===== src/edpc_pkg.sv =====
// package of constants and types for the energy-detect power control block
////////////////////////////////////////////////////////////////////////////////
// Contract
// - burst enabled: send four energy-detect pulses each transmitter power-up
// - burst-disable bit 11 set: send exactly one pulse per power-up
// - read-only bit 10 shows power state, one is up, resets zero
// - bit 9 sets when error count reaches threshold, clears on read, no action
// - bit 8 sets when data count meets or exceeds threshold, clears on read
// - bits 7:4 read-write error threshold, reset 0001
// - bits 3:0 read-write data threshold, reset 0001
// - counters clear after about two seconds with no data event
// - bit 15 enable, reset zero; when clear no power sequencing runs
// - auto power-up (default on) starts up sequence at data threshold
// - auto power-down (default on) starts down sequence when no energy
// - writing one to manual bit forces state change; bit self-clears
package edpc_pkg;

  localparam logic [3:0] ADDR_CONTROL = 4'h0;
  localparam logic [3:0] ADDR_IRQ_STATUS = 4'h1;
  localparam logic [3:0] ADDR_IRQ_ENABLE = 4'h2;
  localparam logic [3:0] ADDR_IRQ_CLEAR = 4'h3;

  localparam int BIT_ENABLE = 15;
  localparam int BIT_AUTO_UP = 14;
  localparam int BIT_AUTO_DOWN = 13;
  localparam int BIT_MANUAL = 12;
  localparam int BIT_BURST_DIS = 11;
  localparam int BIT_PWR_STATE = 10;
  localparam int BIT_ERR_MET = 9;
  localparam int BIT_DATA_MET = 8;

  localparam logic [3:0] RST_THRESHOLD = 4'h1;
  localparam logic [15:0] RST_CONTROL = 16'h6011;

  localparam int IRQ_W = 3;
  localparam int IRQ_DATA_MET = 0;
  localparam int IRQ_ERR_MET = 1;
  localparam int IRQ_PWR_CHANGE = 2;

  localparam int BURST_PULSES = 4;
  localparam int CLK_HZ = 20000000;
  localparam int QUIET_SECONDS = 2;
  localparam int QUIET_CYCLES = CLK_HZ * QUIET_SECONDS;

  typedef struct packed {
    logic energy_sense_enable;
    logic auto_power_up;
    logic auto_power_down;
    logic pulse_burst_disable;
    logic [3:0] error_event_threshold;
    logic [3:0] data_event_threshold;
  } edpc_cfg_s;

  typedef struct packed {
    logic [3:0] addr;
    logic [15:0] wdata;
    logic wr;
    logic rd;
  } edpc_req_s;

endpackage


===== src/edpc_pulse_gen.sv =====
// pulse burst generator fired on each transmitter power-up
module edpc_pulse_gen #(
  parameter int BURST = edpc_pkg::BURST_PULSES
) (
  // clock and reset
  input wire logic clk_i,
  input wire logic sys_rst_i,
  // control
  input wire logic start_i,
  input wire logic single_i,
  // pulse out
  output logic pulse_o
);
  logic [3:0] left;
  logic gap;
  wire logic fire = (left != 4'h0) && !gap;

  // a low cycle between pulses keeps each pulse separately visible
  always_ff @(posedge clk_i) begin
    if (sys_rst_i) begin
      left <= 4'h0;
      gap <= 1'b0;
      pulse_o <= 1'b0;
    end else begin
      pulse_o <= fire;
      gap <= fire;
      if (start_i) begin
        left <= single_i ? 4'h1 : 4'(BURST);
        gap <= 1'b0;
      end else if (fire) begin
        left <= left - 4'h1;
      end
    end
  end
endmodule


===== src/edpc_ctrl.sv =====
// energy-detect control and status register with power sequencing
//
// The implementer's own choices: the placing of the registers and the plain strobed port.
module edpc_ctrl #(
  parameter int QUIET_CYCLES = edpc_pkg::QUIET_CYCLES
) (
  // clock and reset
  input wire logic clk_i,
  input wire logic sys_rst_i,
  // register port
  input wire logic [3:0] addr_i,
  input wire logic [15:0] wdata_i,
  input wire logic wr_i,
  input wire logic rd_i,
  output logic [15:0] rdata_o,
  // line events
  input wire logic data_event_i,
  input wire logic error_event_i,
  input wire logic energy_present_i,
  // power, pulses and interrupt
  output logic power_up_o,
  output logic tx_pulse_o,
  output logic irq_o
);
  edpc_pkg::edpc_cfg_s cfg;
  logic pwr_state;
  logic err_met;
  logic data_met;
  logic [3:0] err_cnt;
  logic [3:0] data_cnt;
  logic [31:0] quiet_cnt;
  logic [edpc_pkg::IRQ_W-1:0] irq_status;
  logic [edpc_pkg::IRQ_W-1:0] irq_enable;
  logic pulse_start;

  ////////////////////////////////////////////////////////////////////////////////
  // decode
  wire logic wr_ctrl = wr_i && (addr_i == edpc_pkg::ADDR_CONTROL);
  wire logic rd_ctrl = rd_i && (addr_i == edpc_pkg::ADDR_CONTROL);
  wire logic wr_ien = wr_i && (addr_i == edpc_pkg::ADDR_IRQ_ENABLE);
  wire logic wr_iclr = wr_i && (addr_i == edpc_pkg::ADDR_IRQ_CLEAR);
  wire logic manual = wr_ctrl && wdata_i[edpc_pkg::BIT_MANUAL];
  wire logic quiet_hit = (quiet_cnt >= 32'(QUIET_CYCLES - 1));
  wire logic [3:0] next_err_cnt = (err_cnt == 4'hf) ? err_cnt : err_cnt + 4'h1;
  wire logic [3:0] next_data_cnt = (data_cnt == 4'hf) ? data_cnt : data_cnt + 4'h1;
  wire logic err_reach = error_event_i && (next_err_cnt >= cfg.error_event_threshold);
  wire logic data_reach = data_event_i && (next_data_cnt >= cfg.data_event_threshold);
  // sequencing only while enabled
  wire logic go_up = cfg.energy_sense_enable && !pwr_state &&
                     (manual || (cfg.auto_power_up && data_reach));
  wire logic go_down = cfg.energy_sense_enable && pwr_state &&
                       (manual || (cfg.auto_power_down && !energy_present_i));
  wire logic [edpc_pkg::IRQ_W-1:0] irq_set = {go_up || go_down, err_reach, data_reach};

  wire logic [15:0] ctrl_view = {cfg.energy_sense_enable, cfg.auto_power_up, cfg.auto_power_down, 1'b0,
                                 cfg.pulse_burst_disable, pwr_state, err_met, data_met,
                                 cfg.error_event_threshold, cfg.data_event_threshold};
  logic [15:0] next_rdata;
  always_comb begin
    next_rdata = 16'h0000;
    if (rd_i) begin
      unique case (addr_i)
        edpc_pkg::ADDR_CONTROL: next_rdata = ctrl_view;
        edpc_pkg::ADDR_IRQ_STATUS: next_rdata = {13'h0000, irq_status};
        edpc_pkg::ADDR_IRQ_ENABLE: next_rdata = {13'h0000, irq_enable};
        default: next_rdata = 16'h0000;
      endcase
    end
  end

  ////////////////////////////////////////////////////////////////////////////////
  // configuration register; manual bit is a pulse and never stored
  always_ff @(posedge clk_i) begin
    if (sys_rst_i) begin
      cfg <= edpc_pkg::edpc_cfg_s'({1'b0, 1'b1, 1'b1, 1'b0, edpc_pkg::RST_THRESHOLD,
                                    edpc_pkg::RST_THRESHOLD});
    end else if (wr_ctrl) begin
      cfg <= edpc_pkg::edpc_cfg_s'({wdata_i[15:13], wdata_i[11], wdata_i[7:0]});
    end
  end

  ////////////////////////////////////////////////////////////////////////////////
  // event counters and quiet timer
  always_ff @(posedge clk_i) begin
    if (sys_rst_i) begin
      err_cnt <= 4'h0;
      data_cnt <= 4'h0;
      quiet_cnt <= 32'h0;
    end else if (data_event_i) begin
      quiet_cnt <= 32'h0;
      data_cnt <= next_data_cnt;
      err_cnt <= error_event_i ? next_err_cnt : err_cnt;
    end else if (quiet_hit) begin
      quiet_cnt <= 32'h0;
      err_cnt <= 4'h0;
      data_cnt <= 4'h0;
    end else begin
      quiet_cnt <= quiet_cnt + 32'h1;
      err_cnt <= error_event_i ? next_err_cnt : err_cnt;
    end
  end

  ////////////////////////////////////////////////////////////////////////////////
  // sticky flags: a new hit in a read cycle wins over the clear
  always_ff @(posedge clk_i) begin
    if (sys_rst_i) begin
      err_met <= 1'b0;
      data_met <= 1'b0;
    end else begin
      err_met <= err_reach || (err_met && !rd_ctrl);
      data_met <= data_reach || (data_met && !rd_ctrl);
    end
  end

  ////////////////////////////////////////////////////////////////////////////////
  // power state; error threshold never moves it
  always_ff @(posedge clk_i) begin
    if (sys_rst_i) begin
      pwr_state <= 1'b0;
      pulse_start <= 1'b0;
    end else begin
      pulse_start <= go_up;
      if (go_up) begin
        pwr_state <= 1'b1;
      end else if (go_down) begin
        pwr_state <= 1'b0;
      end
    end
  end

  edpc_pulse_gen #(
    .BURST(edpc_pkg::BURST_PULSES)
  ) u_pulse (
    .clk_i(clk_i),
    .sys_rst_i(sys_rst_i),
    .start_i(pulse_start),
    .single_i(cfg.pulse_burst_disable),
    .pulse_o(tx_pulse_o)
  );

  ////////////////////////////////////////////////////////////////////////////////
  // interrupt and read port
  always_ff @(posedge clk_i) begin
    if (sys_rst_i) begin
      irq_status <= '0;
      irq_enable <= '0;
      irq_o <= 1'b0;
      rdata_o <= 16'h0000;
      power_up_o <= 1'b0;
    end else begin
      irq_status <= irq_set | (irq_status & ~(wr_iclr ? wdata_i[edpc_pkg::IRQ_W-1:0] : '0));
      if (wr_ien) begin
        irq_enable <= wdata_i[edpc_pkg::IRQ_W-1:0];
      end
      irq_o <= |(irq_status & irq_enable);
      rdata_o <= next_rdata;
      power_up_o <= pwr_state;
    end
  end

  ////////////////////////////////////////////////////////////////////////////////
  // checks
  property p_flag_hold;
    @(posedge clk_i) disable iff (sys_rst_i) data_met && !rd_ctrl |=> data_met;
  endproperty
  a_flag_hold: assert property (p_flag_hold) else $error("data flag lost without read");
  property p_data_set;
    @(posedge clk_i) disable iff (sys_rst_i) data_reach |=> data_met;
  endproperty
  a_data_set: assert property (p_data_set) else $error("data flag not set");
  property p_err_set;
    @(posedge clk_i) disable iff (sys_rst_i) err_reach |=> err_met;
  endproperty
  a_err_set: assert property (p_err_set) else $error("error flag not set");
  property p_rd_clear;
    @(posedge clk_i) disable iff (sys_rst_i) rd_ctrl && !err_reach |=> !err_met;
  endproperty
  a_rd_clear: assert property (p_rd_clear) else $error("error flag not cleared by read");
  property p_disabled;
    @(posedge clk_i) disable iff (sys_rst_i) !cfg.energy_sense_enable |=> $stable(pwr_state);
  endproperty
  a_disabled: assert property (p_disabled) else $error("power moved while disabled");
  // burst mode as the pulse generator will see it one edge later, a write in the same cycle included
  wire logic single_next = wr_ctrl ? wdata_i[edpc_pkg::BIT_BURST_DIS] : cfg.pulse_burst_disable;
  // start is registered and the generator registers again, so the first pulse is seen three edges on
  property p_burst;
    @(posedge clk_i) disable iff (sys_rst_i)
      go_up && !single_next |=> ##2 tx_pulse_o ##1 !tx_pulse_o ##1 tx_pulse_o ##1 !tx_pulse_o ##1 tx_pulse_o
      ##1 !tx_pulse_o ##1 tx_pulse_o ##1 !tx_pulse_o;
  endproperty
  a_burst: assert property (p_burst) else $error("burst of pulses wrong");
  property p_single;
    @(posedge clk_i) disable iff (sys_rst_i)
      go_up && single_next |=> ##2 tx_pulse_o ##1 !tx_pulse_o [*6];
  endproperty
  a_single: assert property (p_single) else $error("single pulse wrong");
  property p_manual;
    @(posedge clk_i) disable iff (sys_rst_i) manual && cfg.energy_sense_enable |=> pwr_state != $past(pwr_state);
  endproperty
  a_manual: assert property (p_manual) else $error("manual toggle ignored");
  property p_rd_state;
    @(posedge clk_i) disable iff (sys_rst_i) rd_ctrl |=> rdata_o[edpc_pkg::BIT_PWR_STATE] == $past(pwr_state);
  endproperty
  a_rd_state: assert property (p_rd_state) else $error("power state read wrong");

  property p_manual_zero;
    @(posedge clk_i) disable iff (sys_rst_i) rd_ctrl |=> !rdata_o[edpc_pkg::BIT_MANUAL];
  endproperty
  a_manual_zero: assert property (p_manual_zero) else $error("manual bit read back set");

  property p_err_no_action;
    @(posedge clk_i) disable iff (sys_rst_i) err_reach && !go_up && !go_down |=> $stable(pwr_state);
  endproperty
  a_err_no_action: assert property (p_err_no_action) else $error("error threshold moved power");

  property p_quiet_clear;
    @(posedge clk_i) disable iff (sys_rst_i) quiet_hit && !data_event_i |=> data_cnt == 4'h0 && err_cnt == 4'h0;
  endproperty
  a_quiet_clear: assert property (p_quiet_clear) else $error("counters not cleared after quiet");

  property p_auto_up;
    @(posedge clk_i) disable iff (sys_rst_i) go_up |=> pwr_state ##1 power_up_o;
  endproperty
  a_auto_up: assert property (p_auto_up) else $error("power-up not taken");

  property p_auto_down;
    @(posedge clk_i) disable iff (sys_rst_i) go_down |=> !pwr_state ##1 !power_up_o;
  endproperty
  a_auto_down: assert property (p_auto_down) else $error("power-down not taken");

  property p_err_thr_wr;
    @(posedge clk_i) disable iff (sys_rst_i) wr_ctrl |=> cfg.error_event_threshold == $past(wdata_i[7:4]);
  endproperty
  a_err_thr_wr: assert property (p_err_thr_wr) else $error("error threshold not written");

  property p_data_thr_wr;
    @(posedge clk_i) disable iff (sys_rst_i) wr_ctrl |=> cfg.data_event_threshold == $past(wdata_i[3:0]);
  endproperty
  a_data_thr_wr: assert property (p_data_thr_wr) else $error("data threshold not written");

  property p_rdata_idle;
    @(posedge clk_i) disable iff (sys_rst_i) !rd_i |=> rdata_o == 16'h0000;
  endproperty
  a_rdata_idle: assert property (p_rdata_idle) else $error("read data not idle");

  c_manual: cover property (@(posedge clk_i) disable iff (sys_rst_i) manual && single_next && go_up);
  c_up: cover property (@(posedge clk_i) disable iff (sys_rst_i) go_up && !manual);
  c_down: cover property (@(posedge clk_i) disable iff (sys_rst_i) go_down && !manual);
  c_quiet: cover property (@(posedge clk_i) disable iff (sys_rst_i) quiet_hit && data_cnt != 4'h0);
  c_irq: cover property (@(posedge clk_i) disable iff (sys_rst_i) irq_o);
endmodule


===== config.mk =====
export PLATFORM = sky130hd
export DESIGN_NAME = edpc_ctrl
export DESIGN_NICKNAME = d
export VERILOG_FILES = /design/src/edpc_pkg.sv /design/src/edpc_pulse_gen.sv /design/src/edpc_ctrl.sv
export SDC_FILE = /design/constraint.sdc
export NUM_CORES = 1
export LEC_CHECK = 0
export ABC_AREA = 1
export BUFFER_PORTS_ARGS = -buffer_cell sky130_fd_sc_hd__clkbuf_2
export CAP_MARGIN = 20
export CORE_ASPECT_RATIO = 1.1
export CORE_MARGIN = 2
export CORE_UTILIZATION = 25
export CTS_CLUSTER_SIZE = 10
export DETAILED_ROUTE_END_ITERATION = 12
export PLACE_DENSITY = 0.5
export SYNTH_ARGS = -nofsm -noshare
export SYNTH_HDL_FRONTEND = slang
export SYNTH_SLANG_ARGS = --single-unit

===== constraint.sdc =====
create_clock -name clk_i -period 4.9 [get_ports clk_i]
set_input_delay 1.47 -clock clk_i [delete_from_list [all_inputs] [get_ports clk_i]]
set_output_delay 1.47 -clock clk_i [all_outputs]
set_load 0.05 [all_outputs]

# == After elaboration in Yosys (flattened, before gate mapping) ==
# Cells that the tools add are included.
# op_classes
add_sub_neg,4
magnitude_cmp,3
n_eq_ne,5
mux,14
n_bitwise,5
reduce_logical,34
# op_table
cell,count
16-bit one-hot mux with 3 select lines,1
4-bit two-way mux,9
"32-bit by 1-bit adder with 32-bit output, second input constant",1
"32-bit by 26-bit greater-or-equal comparator with 1-bit output, second input constant",1
1-bit logical AND,16
"4-bit by 1-bit adder with 4-bit output, second input constant",2
"4-bit by 2-bit equality test with 1-bit output, second input constant",2
"4-bit equality test, second input constant",2
4-bit greater-or-equal comparator,2
3-bit AND,2
3-bit two-way mux,2
2-bit nonzero test,3
3-bit OR reduction,2
1-bit logical OR,5
"4-bit by 1-bit equality test with 1-bit output, second input constant",1
1-bit zero test,4
4-bit zero test,1
4-bit nonzero test,1
2-bit OR reduction,2
"4-bit by 1-bit subtractor with 4-bit output, second input constant",1
3-bit NOT,1
3-bit bitwise OR,1
1-bit two-way mux,2
1-bit NOT,1
# word_totals
ff_bits,86
input_bits,27
output_inout_bits,19
word_cells,86

# == Longest topological paths before layout ==
# Gate-level depths: netlist of run 1.
# depth
word_depth,9
ltp_mapped,15
ltp_nobuf,15

# == Hierarchy ==
# A second synthesis of run 1 with hierarchy kept.
# unflattened
cells_unflattened,537
area_unflattened_um2,3983.8
# by_module_without_submodules
mod,n_inst,cells_per_inst,area_per_inst_um2,seq_area_each_um2
edpc_ctrl,1,493,3683.5,1581.5
edpc_pulse_gen,1,44,300.3,120.1

# == Least setup slack after synthesis of run 1 ==
# Ideal clock, no wire load.
# synth_timing
path_kind,in2reg
start,in sys_rst_i
end,reg rdata_o[10]
setup_time_ns,0.130
arrival_time_ns,2.364
path_slack_ns,2.406
cell_stages,6
path_buffers,3
path_cell_list,clkbuf_1 > inv_1 > clkbuf_1 > nand2_1 > clkbuf_1 > nor3_1
# synth_via
elab_chain_cells,1
# synth_lines
element,line,rtl
"start, declared",edpc_ctrl.sv:9,"input wire logic sys_rst_i,"
2-bit OR reduction (no line),n/a,
"end signal, assigned",edpc_ctrl.sv:156,rdata_o <= next_rdata;
"end, declared",edpc_ctrl.sv:15,"output logic [15:0] rdata_o,"
# Every way passes these cells.
# A chain may end at the register's enable or synchronous reset.

# == Worst setup path in the final report of run 1 ==
# layout_timing
start,in sys_rst_i
end,reg rdata_o[9]
# Same word-level chain as after synthesis.

==> run_results.csv, run 1 <==
group,metric,value,unit
cts,ctsResizeCount,0,
setup_path,worstPathMaxFanout,20,
floorplanning,start_util,25.7,%
grt,overflow,0,
setup_path,worstPathArrival,3.21,ns
detailed_routing,ant_nets,0,
min_path,hp-class,"register to register",
synthesis,netlist_area,3900,um2
synthesis,synth_cells,534,
setup_path,crit_path_end,"rdata_o[9]",
cts,clk_pin_slew,0.06,ns
run_status,status,"finished, final reports clean",
power,switching_share,25.6,%
sta,worstMarginPinSlew,0.672,ns
cts,clockRootBuffer,"clkbuf_16",
power,ir_drop,0.000161,V
power,p_int,0.00118,W
sta,finalSetupTns,0,ns
power,power_density,344,nW/um2
finish,syn_to_final_growth,17.8,%
sta,finalSetupViolations,0,
cts,clk_latency,0.35,ns
sta,fmax,0.341,GHz
setup_path,start_kind,"input port",
setup_path,cp.required,5.17,ns
placement,gp_congestion,0.821,
sta,grt_setup_unrepaired,"no",
placement,port_buffers,41,
synthesis,synth_ff_type,"dfxtp_1",
detailed_routing,dr.first_iter.drc_count,189,
setup_path,ff2ff_path_depth,15,
placement,place_ws,1.63,ns
power,p_comb_share,10.8,%
synthesis,synth_most_common_cell,"nand2_1",
placement,dpl.hpwl,6.43,mm
floorplanning,die_y,135,um
setup_path,end_kind,"register",
sta,hold_viol_final,0,
synthesis,synth_area_per_cell,7.31,um2
sta,fin_crit,2.94,ns
synthesis,synth_async_sr_flop_share,0,%
setup_path,crit_start,"sys_rst_i",
floorplanning,io-pin-count,46,
min_path,hp-start,"quiet_cnt[0]",
floorplanning,die-area,16600,um2
synthesis,synth_warnings,0,
cts,cts_hold_buf,0,
cts,numCtsBuffers,9,
detailed_routing,post_drt_wl_per_cell,11.2,um
finish,antenna_cells,0,
setup_path,r2r_start,"data_cnt[0]",
grt,grt_pass1_vias,3316,
sta,fin_skew,0.00695,ns
synthesis,synthTopCellsByArea,"dfxtp_1, nand2_1, inv_1",
grt,grt_max_degree,23,
cts,htreeDepth,3,
power,p_leak,2.03,nW
synthesis,synth-edff-count,0,
synthesis,yosys.area.top_type_share,43.6,%
detailed_routing,drt_wl_total,8.74,mm
cts,cts.sinks,85,
floorplanning,rows,47,
synthesis,seq_area_frac_synth,43.6,%
flow_run,cap_viol_max_count,0,
synthesis,yosysUniqueCellTypes,34,
detailed_routing,vias,3386,
floorplanning,die_w,123,um
power,p_sw,0.000404,W
setup_path,r2r_slack,2.55,ns
detailed_routing,dr.pass1.iters,5,
setup_path,path_class,"input port to register",
finish,drive_gt1_share,14.4,%
sta,setup_ws,1.96,ns
cts,cts_tree,"yes",
sta,final-max-slew-violation-count,0,
finish,fillCellCount,1673,
synthesis,ys_seq_elements,85,
power,clkPwrFrac,42.2,%
cts,post_cts_buffers,0,
sta,period_share,59.9,%
grt,grt_pass1_wl,15.1,mm
floorplanning,core,15200,um2
cts,cts.path.max_buffers,2,
detailed_routing,drc,0,
synthesis,synth_common_cells,"nand2_1, dfxtp_1, inv_1",
setup_path,timing.rr.end,"irq_status[2]",
grt,grtUsageTotal,11.5,%
power,pwr-share-seq,47.0,%
grt,antenna_found_initial,0,
sta,slew_headroom,55.1,%
detailed_routing,via_per_inst,4.34,
finish,nets,620,
synthesis,synth_top_area_cell,"dfxtp_1",
[metal layers]
metal / GRT usage, % / up-vias / part of all wire, %
met5: 0 / - / 0
met4: 5.87 / 0 / 3.2
met3: 3.42 / 20 / 4.3
met2: 19.2 / 76 / 47
met1: 13.3 / 1522 / 46
li1: - / 1768 / -
[power groups by stage]
stage                     Clock (W)  Combinational, W  Sequential (W)
after CTS                  0.000687          0.000173        0.000743
after global routing       0.000718          0.000203        0.000748
final                      0.000666          0.000171        0.000743
after global placement            0          0.000168        0.000757
after floorplan                   0          0.000116        0.000769
after detailed placement          0          0.000172        0.000758
[critical path, stage by stage]
cell and delay [ns]:
clkbuf_2 0.26, inv_1 0.59, nand2_1 0.41, inv_1 0.27, nand2_1 0.08, nor2_1 0.12
[worst min-delay path by stage]
stage,to,depth (start not counted)
final,quiet_cnt[0],1
after global placement,quiet_cnt[0],1
after CTS,quiet_cnt[0],1
after global routing,quiet_cnt[0],1
after detailed placement,quiet_cnt[0],1
after floorplan,quiet_cnt[0],1
[through the flow]
step / total power, W / instances / instance area, um2 / utilization, % / hold slack (ns)
after floorplan: 0.000885 / 540 / 3920 / - / 0.417
after global placement: 0.000925 / 766 / 4310 / 28.4 / 0.430
after detailed placement: 0.000930 / 766 / 4310 / 28.4 / 0.446
after CTS: 0.00160 / 781 / 4600 / 30.3 / 0.453
after global routing: 0.00167 / 781 / 4600 / 30.3 / 0.484
final: 0.00158 / 781 / 4600 / 30.3 / 0.446
[placed cells by master, fill, tap and decap left out, types with 2 or more instances in the layout]
cell type,n
nand2_1,114
clkbuf_1,2
o211ai_1,3
dfxtp_1,85
nor2_4,4
a21oi_2,5
nor2_1,49
nand3_1,28
ha_1,12
conb_1,7
a31oi_1,2
xnor2_1,5
inv_1,85
nand2_2,4
clkinvlp_4,2
clkbuf_16,9
nand3b_1,3
nand4_1,5
xor2_1,10
nor3_1,23
clkbuf_2,41
o21ai_0,34
a21oi_1,30
o22ai_1,2
nor2_2,8
inv_2,3
[kinds of logic (layout without fill, tap and decap cells)]
kind of cell	Yosys count	in the layout	synth area share, %
AOI/OAI and AO/OA	76	76	10.6
xor gates and xnor gates	15	15	3.37
adders and majority gates	12	12	3.85
buffers and inverters	100	145	10.2
DFF	85	85	43.6
other	1	7	0.0961
and+or+nand+nor	245	245	28.3
[registers in the layout, indices dropped and copies added (netlist names), 3 cells and up]
signal	cells
cfg	12
data_cnt	4
err_cnt	4
irq_enable	3
irq_status	3
quiet_cnt	32
rdata_o	15
u_pulse.left	4
[cell type report]
class                           count  area [um2]  share of cell area, %
Multi-Input combinational cell    355        1820                   39.7
Sequential cell                    85        1700                   37.0
Inverter                           89         337                   7.32
Tap cell                          196         245                   5.34
Clock buffer                       11         233                   5.06
Timing Repair Buffer               41         205                   4.47
Clock inverter                      4        50.0                   1.09
(Power assumes the default switching activity.)
==> run 2: changes to the inputs <==
--- a/config.mk
+++ b/config.mk
@@ -13,7 +13,7 @@
 export CORE_UTILIZATION = 25
 export CTS_CLUSTER_SIZE = 10
 export DETAILED_ROUTE_END_ITERATION = 12
-export PLACE_DENSITY = 0.5
+export PLACE_DENSITY = 0.51
 export SYNTH_ARGS = -nofsm -noshare
 export SYNTH_HDL_FRONTEND = slang
 export SYNTH_SLANG_ARGS = --single-unit
==> constraint.sdc (replaced) <==
create_clock -name clk_i -period 2.5 [get_ports clk_i]
set_input_delay 0.75 -clock clk_i [delete_from_list [all_inputs] [get_ports clk_i]]
set_output_delay 0.75 -clock clk_i [all_outputs]
set_load 0.05 [all_outputs]
==> run_results.csv, run 2 (same netlist as run 1, synthesis figures left out) <==
group,metric,value,unit
sta,grt_setup_unrepaired,"no",
sta,fin_skew,0.00905,ns
floorplanning,die_w,123,um
grt,grtUsageTotal,11.8,%
finish,nets,623,
power,ir_drop,0.000310,V
grt,overflow,0,
floorplanning,die-area,16600,um2
placement,port_buffers,41,
finish,syn_to_final_growth,19.0,%
detailed_routing,post_drt_wl_per_cell,11.2,um
finish,top_regs,"quiet_cnt (32), rdata_o (15), cfg (12)",
setup_path,cpMaxStageDelayCell,"dfxtp_2",
floorplanning,core,15200,um2
detailed_routing,drt_wl_total,8.81,mm
finish,finalNonFillerCells,785,
finish,antenna_cells,0,
power,power_density,684,nW/um2
sta,period_share,87.8,%
setup_path,crit_family,"simple AND/OR/NAND/NOR gates",
cts,post_cts_buffers,0,
cts,clk_latency,0.35,ns
floorplanning,io-pin-count,46,
finish,top_register,"quiet_cnt",
setup_path,slowest_delay,0.36,ns
setup_path,cp_common_cell,"nand2_1",
floorplanning,die_y,135,um
floorplanning,rows,47,
setup_path,cp.required,2.74,ns
sta,hold_viol_final,0,
cts,clockRootBuffer,"clkbuf_16",
detailed_routing,dr.first_iter.drc_count,152,
floorplanning,start_util,25.7,%
detailed_routing,ant_nets,0,
cts,clk_pin_slew,0.07,ns
setup_path,worstPathMaxFanout,5,
cts,cts.sinks,85,
sta,finalSetupTns,0,ns
setup_path,start_kind,"register",
detailed_routing,drc,0,
sta,fin_crit,2.19,ns
sta,final-max-slew-violation-count,0,
cts,cts.path.max_buffers,2,
finish,final_common_cell,"nand2_1",
sta,finalSetupViolations,0,
grt,antenna_found_initial,0,
placement,place_inst,769,
finish,fin_util,30.6,%
finish,fillCellCount,1654,
detailed_routing,vias,3408,
run_status,status,"finished, final reports clean",
setup_path,worstPathArrival,2.44,ns
setup_path,path_buf_inv,2,
sta,fmax,0.456,GHz
grt,grt_pass1_wl,15.5,mm
cts,numCtsBuffers,9,
finish,final_cell_mix,"nand2_1, inv_1, dfxtp_1",
power,p_leak,2.06,nW
flow_run,cap_viol_max_count,0,
setup_path,cp_cell_sequence,"ha_1 > nand2_1 > nor2_1 > inv_1 > or2_2 > nand2_1 > ha_1 > inv_1 > nand2_1 > a21oi_1 > o21ai_0 > nand2_1 > o22ai_1 > nand2_1 > nand2_1",
min_path,hp-class,"register to register",
finish,largest_reg_flops,32,
cts,cts_tree,"yes",
setup_path,end_kind,"register",
power,total_power,0.00318,W
placement,dpl.hpwl,6.56,mm
finish,drive_gt1_share,15.6,%
grt,grt_max_degree,23,
placement,gp_congestion,0.819,
setup_path,path_class,"register to register",
detailed_routing,via_per_inst,4.34,
detailed_routing,dr.pass1.iters,4,
grt,grt_pass1_vias,3450,
cts,htreeDepth,3,
==> run 2: area by class of cell <==
type	count	area [um2]	area share, %
flip-flops and latches	85	1700	36.7
clock inverters	7	80.1	1.72
well taps	196	245	5.28
clock buffers	9	225	4.85
multi-input cells	355	1820	39.3
repair buffers	44	228	4.90
inverters	89	337	7.25
==> run 2: what timing repair did <==
item	CTS	global route
setup endpoints to repair	0	2
hold buffers	0	0
gates resized for setup	0	2
==> run 2: stage by stage <==
step / instance area, um2 / setup slack (ns) / hold slack [ns]
global placement: 4340 / 0.327 / 0.430
global route: 4640 / 0.0311 / 0.478
floorplan: 3920 / 0.535 / 0.417
finish: 4640 / 0.306 / 0.447
detailed placement: 4340 / 0.261 / 0.433
CTS: 4640 / 0.244 / 0.455
==> run 2: final timing paths <==
| path | from | endpoint | slack [ns] | cells past startpoint |
|---|---|---|---|---|
| max reg2reg | data_cnt[0] | pwr_state | 0.31 | 15 |
| min | quiet_cnt[0] | quiet_cnt[0] | 0.45 | 1 |
| min reg2reg | quiet_cnt[0] | quiet_cnt[0] | 0.45 | 1 |
| max | data_cnt[0] | pwr_state | 0.31 | 15 |
==> run 2: report_power, final <==
| group | internal [W] | switching, W | leakage, nW |
|---|---|---|---|
| logic | 0.000116 | 0.000222 | 1.22 |
| clock network | 0.000790 | 0.000593 | 0.149 |
| registers | 0.00142 | 0.0000317 | 0.692 |
==> run 2: layer usage <==
| layer | wire, um | GRT usage [%] | part of all wire, % | vias up |
|---|---|---|---|---|
| li1 | - | - | - | 1783 |
| met1 | 3950 | 13.6 | 45 | 1527 |
| met2 | 4220 | 20.0 | 48 | 83 |
| met3 | 490 | 4.27 | 5.6 | 15 |
| met4 | 157 | 4.17 | 1.8 | 0 |
| met5 | 0 | 0 | 0 | - |
==> run 3: changes to the inputs <==
--- a/config.mk
+++ b/config.mk
@@ -5,7 +5,6 @@
 export SDC_FILE = /design/constraint.sdc
 export NUM_CORES = 1
 export LEC_CHECK = 0
-export ABC_AREA = 1
 export BUFFER_PORTS_ARGS = -buffer_cell sky130_fd_sc_hd__clkbuf_2
 export CAP_MARGIN = 20
 export CORE_ASPECT_RATIO = 1.1
==> run_results.csv, run 3 <==
group,metric,value,unit
power,pwr-share-seq,46.8,%
grt,grt_pass1_vias,2933,
floorplanning,io-pin-count,46,
power,p_leak,1.65,nW
synthesis,synth_compound_area_share,9.38,%
detailed_routing,post_drt_wl_per_cell,12.1,um
synthesis,synthSimpleGateAreaFrac,28.9,%
sta,finalSetupTns,0,ns
setup_path,cp.required,2.78,ns
sta,setup_ws,0.278,ns
detailed_routing,met1_length,3.87,mm
finish,top_register,"quiet_cnt",
finish,final_common_cell,"dfxtp_1",
cts,clockRootBuffer,"clkbuf_16",
synthesis,yosysUniqueCellTypes,53,
finish,fillCellCount,1571,
cts,clk_latency,0.33,ns
finish,nets,512,
synthesis,synth_mux_area_share,2.21,%
synthesis,synth_ff_type,"dfxtp_1",
power,power_density,694,nW/um2
detailed_routing,route.met2.wl,3.89,mm
detailed_routing,vias,3007,
detailed_routing,drt_wl_total,8.09,mm
finish,final_cell_mix,"dfxtp_1, nor2_1, nand2_1",
sta,worstMarginPinSlew,0.663,ns
setup_path,crit_family,"simple AND/OR/NAND/NOR gates",
setup_path,cp_cell_sequence,"ha_1 > nand3_1 > mux2_2 > ha_1 > a21o_1 > a211oi_1 > or4_1 > nand2_1",
synthesis,synth_top_family_by_area,"simple AND/OR/NAND/NOR gates",
floorplanning,rows,46,
power,p_sw,0.000753,W
setup_path,worstPathArrival,2.50,ns
cts,clk_pin_slew,0.06,ns
synthesis,synth_top_area_cell,"dfxtp_1",
cts,numCtsBuffers,9,
synthesis,seq_area_frac_synth,45.6,%
detailed_routing,met3_wirelength,244,um
min_path,hp-class,"register to register",
synthesis,synth_warnings,0,
cts,ctsResizeCount,0,
flow_run,cap_viol_max_count,0,
floorplanning,core,14500,um2
finish,antenna_cells,0,
setup_path,start_kind,"register",
sta,fin_crit,2.22,ns
finish,syn_to_final_growth,19.9,%
setup_path,worstPathMaxFanout,4,
finish,largest_reg_flops,32,
placement,place_ws,0.232,ns
grt,grtUsageTotal,10.3,%
sta,period_share,88.9,%
placement,port_buffers,41,
sta,final-max-slew-violation-count,0,
synthesis,yosys.area.top_type_share,45.6,%
detailed_routing,via_per_inst,4.49,
detailed_routing,ant_nets,0,
cts,cts.sinks,85,
power,p_comb_share,10.7,%
synthesis,synth_most_common_cell,"dfxtp_1",
synthesis,synth_area_per_cell,8.81,um2
synthesis,synthTopCellsByArea,"dfxtp_1, nor2_1, nand2_1",
finish,top_regs,"quiet_cnt (32), rdata_o (15), cfg (12)",
detailed_routing,routed.top_layer,"met4",
grt,grt_max_degree,24,
power,p_int,0.00235,W
detailed_routing,dr.first_iter.drc_count,96,
sta,finalSetupViolations,0,
cts,cts.path.max_buffers,2,
setup_path,end_kind,"register",
floorplanning,die_w,121,um
finish,drive_gt1_share,15.9,%
setup_path,path_buf_inv,0,
setup_path,cpMaxStageDelayCell,"or4_1",
grt,grt_pass1_wl,13.6,mm
synthesis,synth_fa_ha_area_share,4.02,%
setup_path,slowest_delay,0.50,ns
detailed_routing,drc,0,
sta,slew_headroom,55.8,%
finish,final_area,4480,um2
power,ir_drop,0.000375,V
power,clkPwrFrac,42.6,%
placement,post_dp_cell_area,4190,um2
sta,grt_setup_unrepaired,"no",
setup_path,cp_common_cell,"ha_1",
cts,htreeDepth,3,
sta,hold_viol_final,0,
cts,post_cts_buffers,0,
synthesis,synth_async_sr_flop_share,0,%
cts,cts_hold_buf,0,
detailed_routing,dr.pass1.iters,5,
synthesis,netlist_area,3730,um2
synthesis,synth_cells,424,
placement,dpl.hpwl,6.01,mm
placement,gp_congestion,0.812,
synthesis,synth_common_cells,"dfxtp_1, nor2_1, nand2_1",
cts,cts_tree,"yes",
floorplanning,die-area,15900,um2
grt,overflow,0,
floorplanning,start_util,25.8,%
setup_path,path_class,"register to register",
power,switching_share,24.2,%
floorplanning,die_y,132,um
sta,fin_skew,0.0125,ns
synthesis,ys_seq_elements,85,
synthesis,synth-edff-count,0,
run_status,status,"finished, final reports clean",
grt,antenna_found_initial,0,
sta,fmax,0.450,GHz
synthesis,synth_xor_area_share,6.57,%
[run 3: area by class of cell]
cell class | count | area [um2] | share of cell area (%)
flip-flops and latches | 85 | 1700 | 38.0
repair buffers | 48 | 258 | 5.76
well taps | 192 | 240 | 5.36
multi-input cells | 315 | 1930 | 43.2
inverters | 14 | 52.6 | 1.17
clock inverters | 3 | 46.3 | 1.03
clock buffers | 12 | 246 | 5.50
[run 3: stage by stage]
step	utilization (%)	hold slack, ns	std cells	power (W)
after floorplan	-	0.430	430	0.00173
after global placement	28.9	0.440	654	0.00180
after detailed placement	28.9	0.448	654	0.00181
after CTS	30.9	0.457	669	0.00314
after global routing	30.9	0.479	669	0.00324
final	30.9	0.455	669	0.00311
[run 3: cells by family after synthesis]
group,count (synthesis)
other cells,1
mux,8
compound gates,51
fa+ha+maj,12
xor+xnor,28
flops,85
simple gates,209
buf+inv,30
[run 3: worst paths after layout]
path         slack, ns       start  depth (start not counted)             to
max               0.28  err_cnt[0]                          8  irq_status[1]
min reg2reg       0.45      cfg[3]                          2         cfg[3]
max reg2reg       0.28  err_cnt[0]                          8  irq_status[1]
min               0.45      cfg[3]                          2         cfg[3]
[run 3: layer usage]
layer / track usage, % / vias up
met2: 17.3 / 53
met1: 13.1 / 1384
met5: 0 / -
met4: 4.01 / 0
met3: 1.86 / 8
li1: - / 1562
[run 3: worst register-to-register path, cell delays in order (launching register included)]
cell and delay, ns:
dfxtp_1 0.41, ha_1 0.25, nand3_1 0.18, mux2_2 0.31
ha_1 0.27, a21o_1 0.11, a211oi_1 0.06, or4_1 0.50
nand2_1 0.08
[run 3: power by group through the flow]
stage,logic [W],clock network (W),registers (W)
floorplan,0.000227,0,0.00150
global placement,0.000320,0,0.00148
detailed placement,0.000330,0,0.00148
CTS,0.000332,0.00136,0.00145
global route,0.000374,0.00140,0.00146
finish,0.000331,0.00132,0.00145
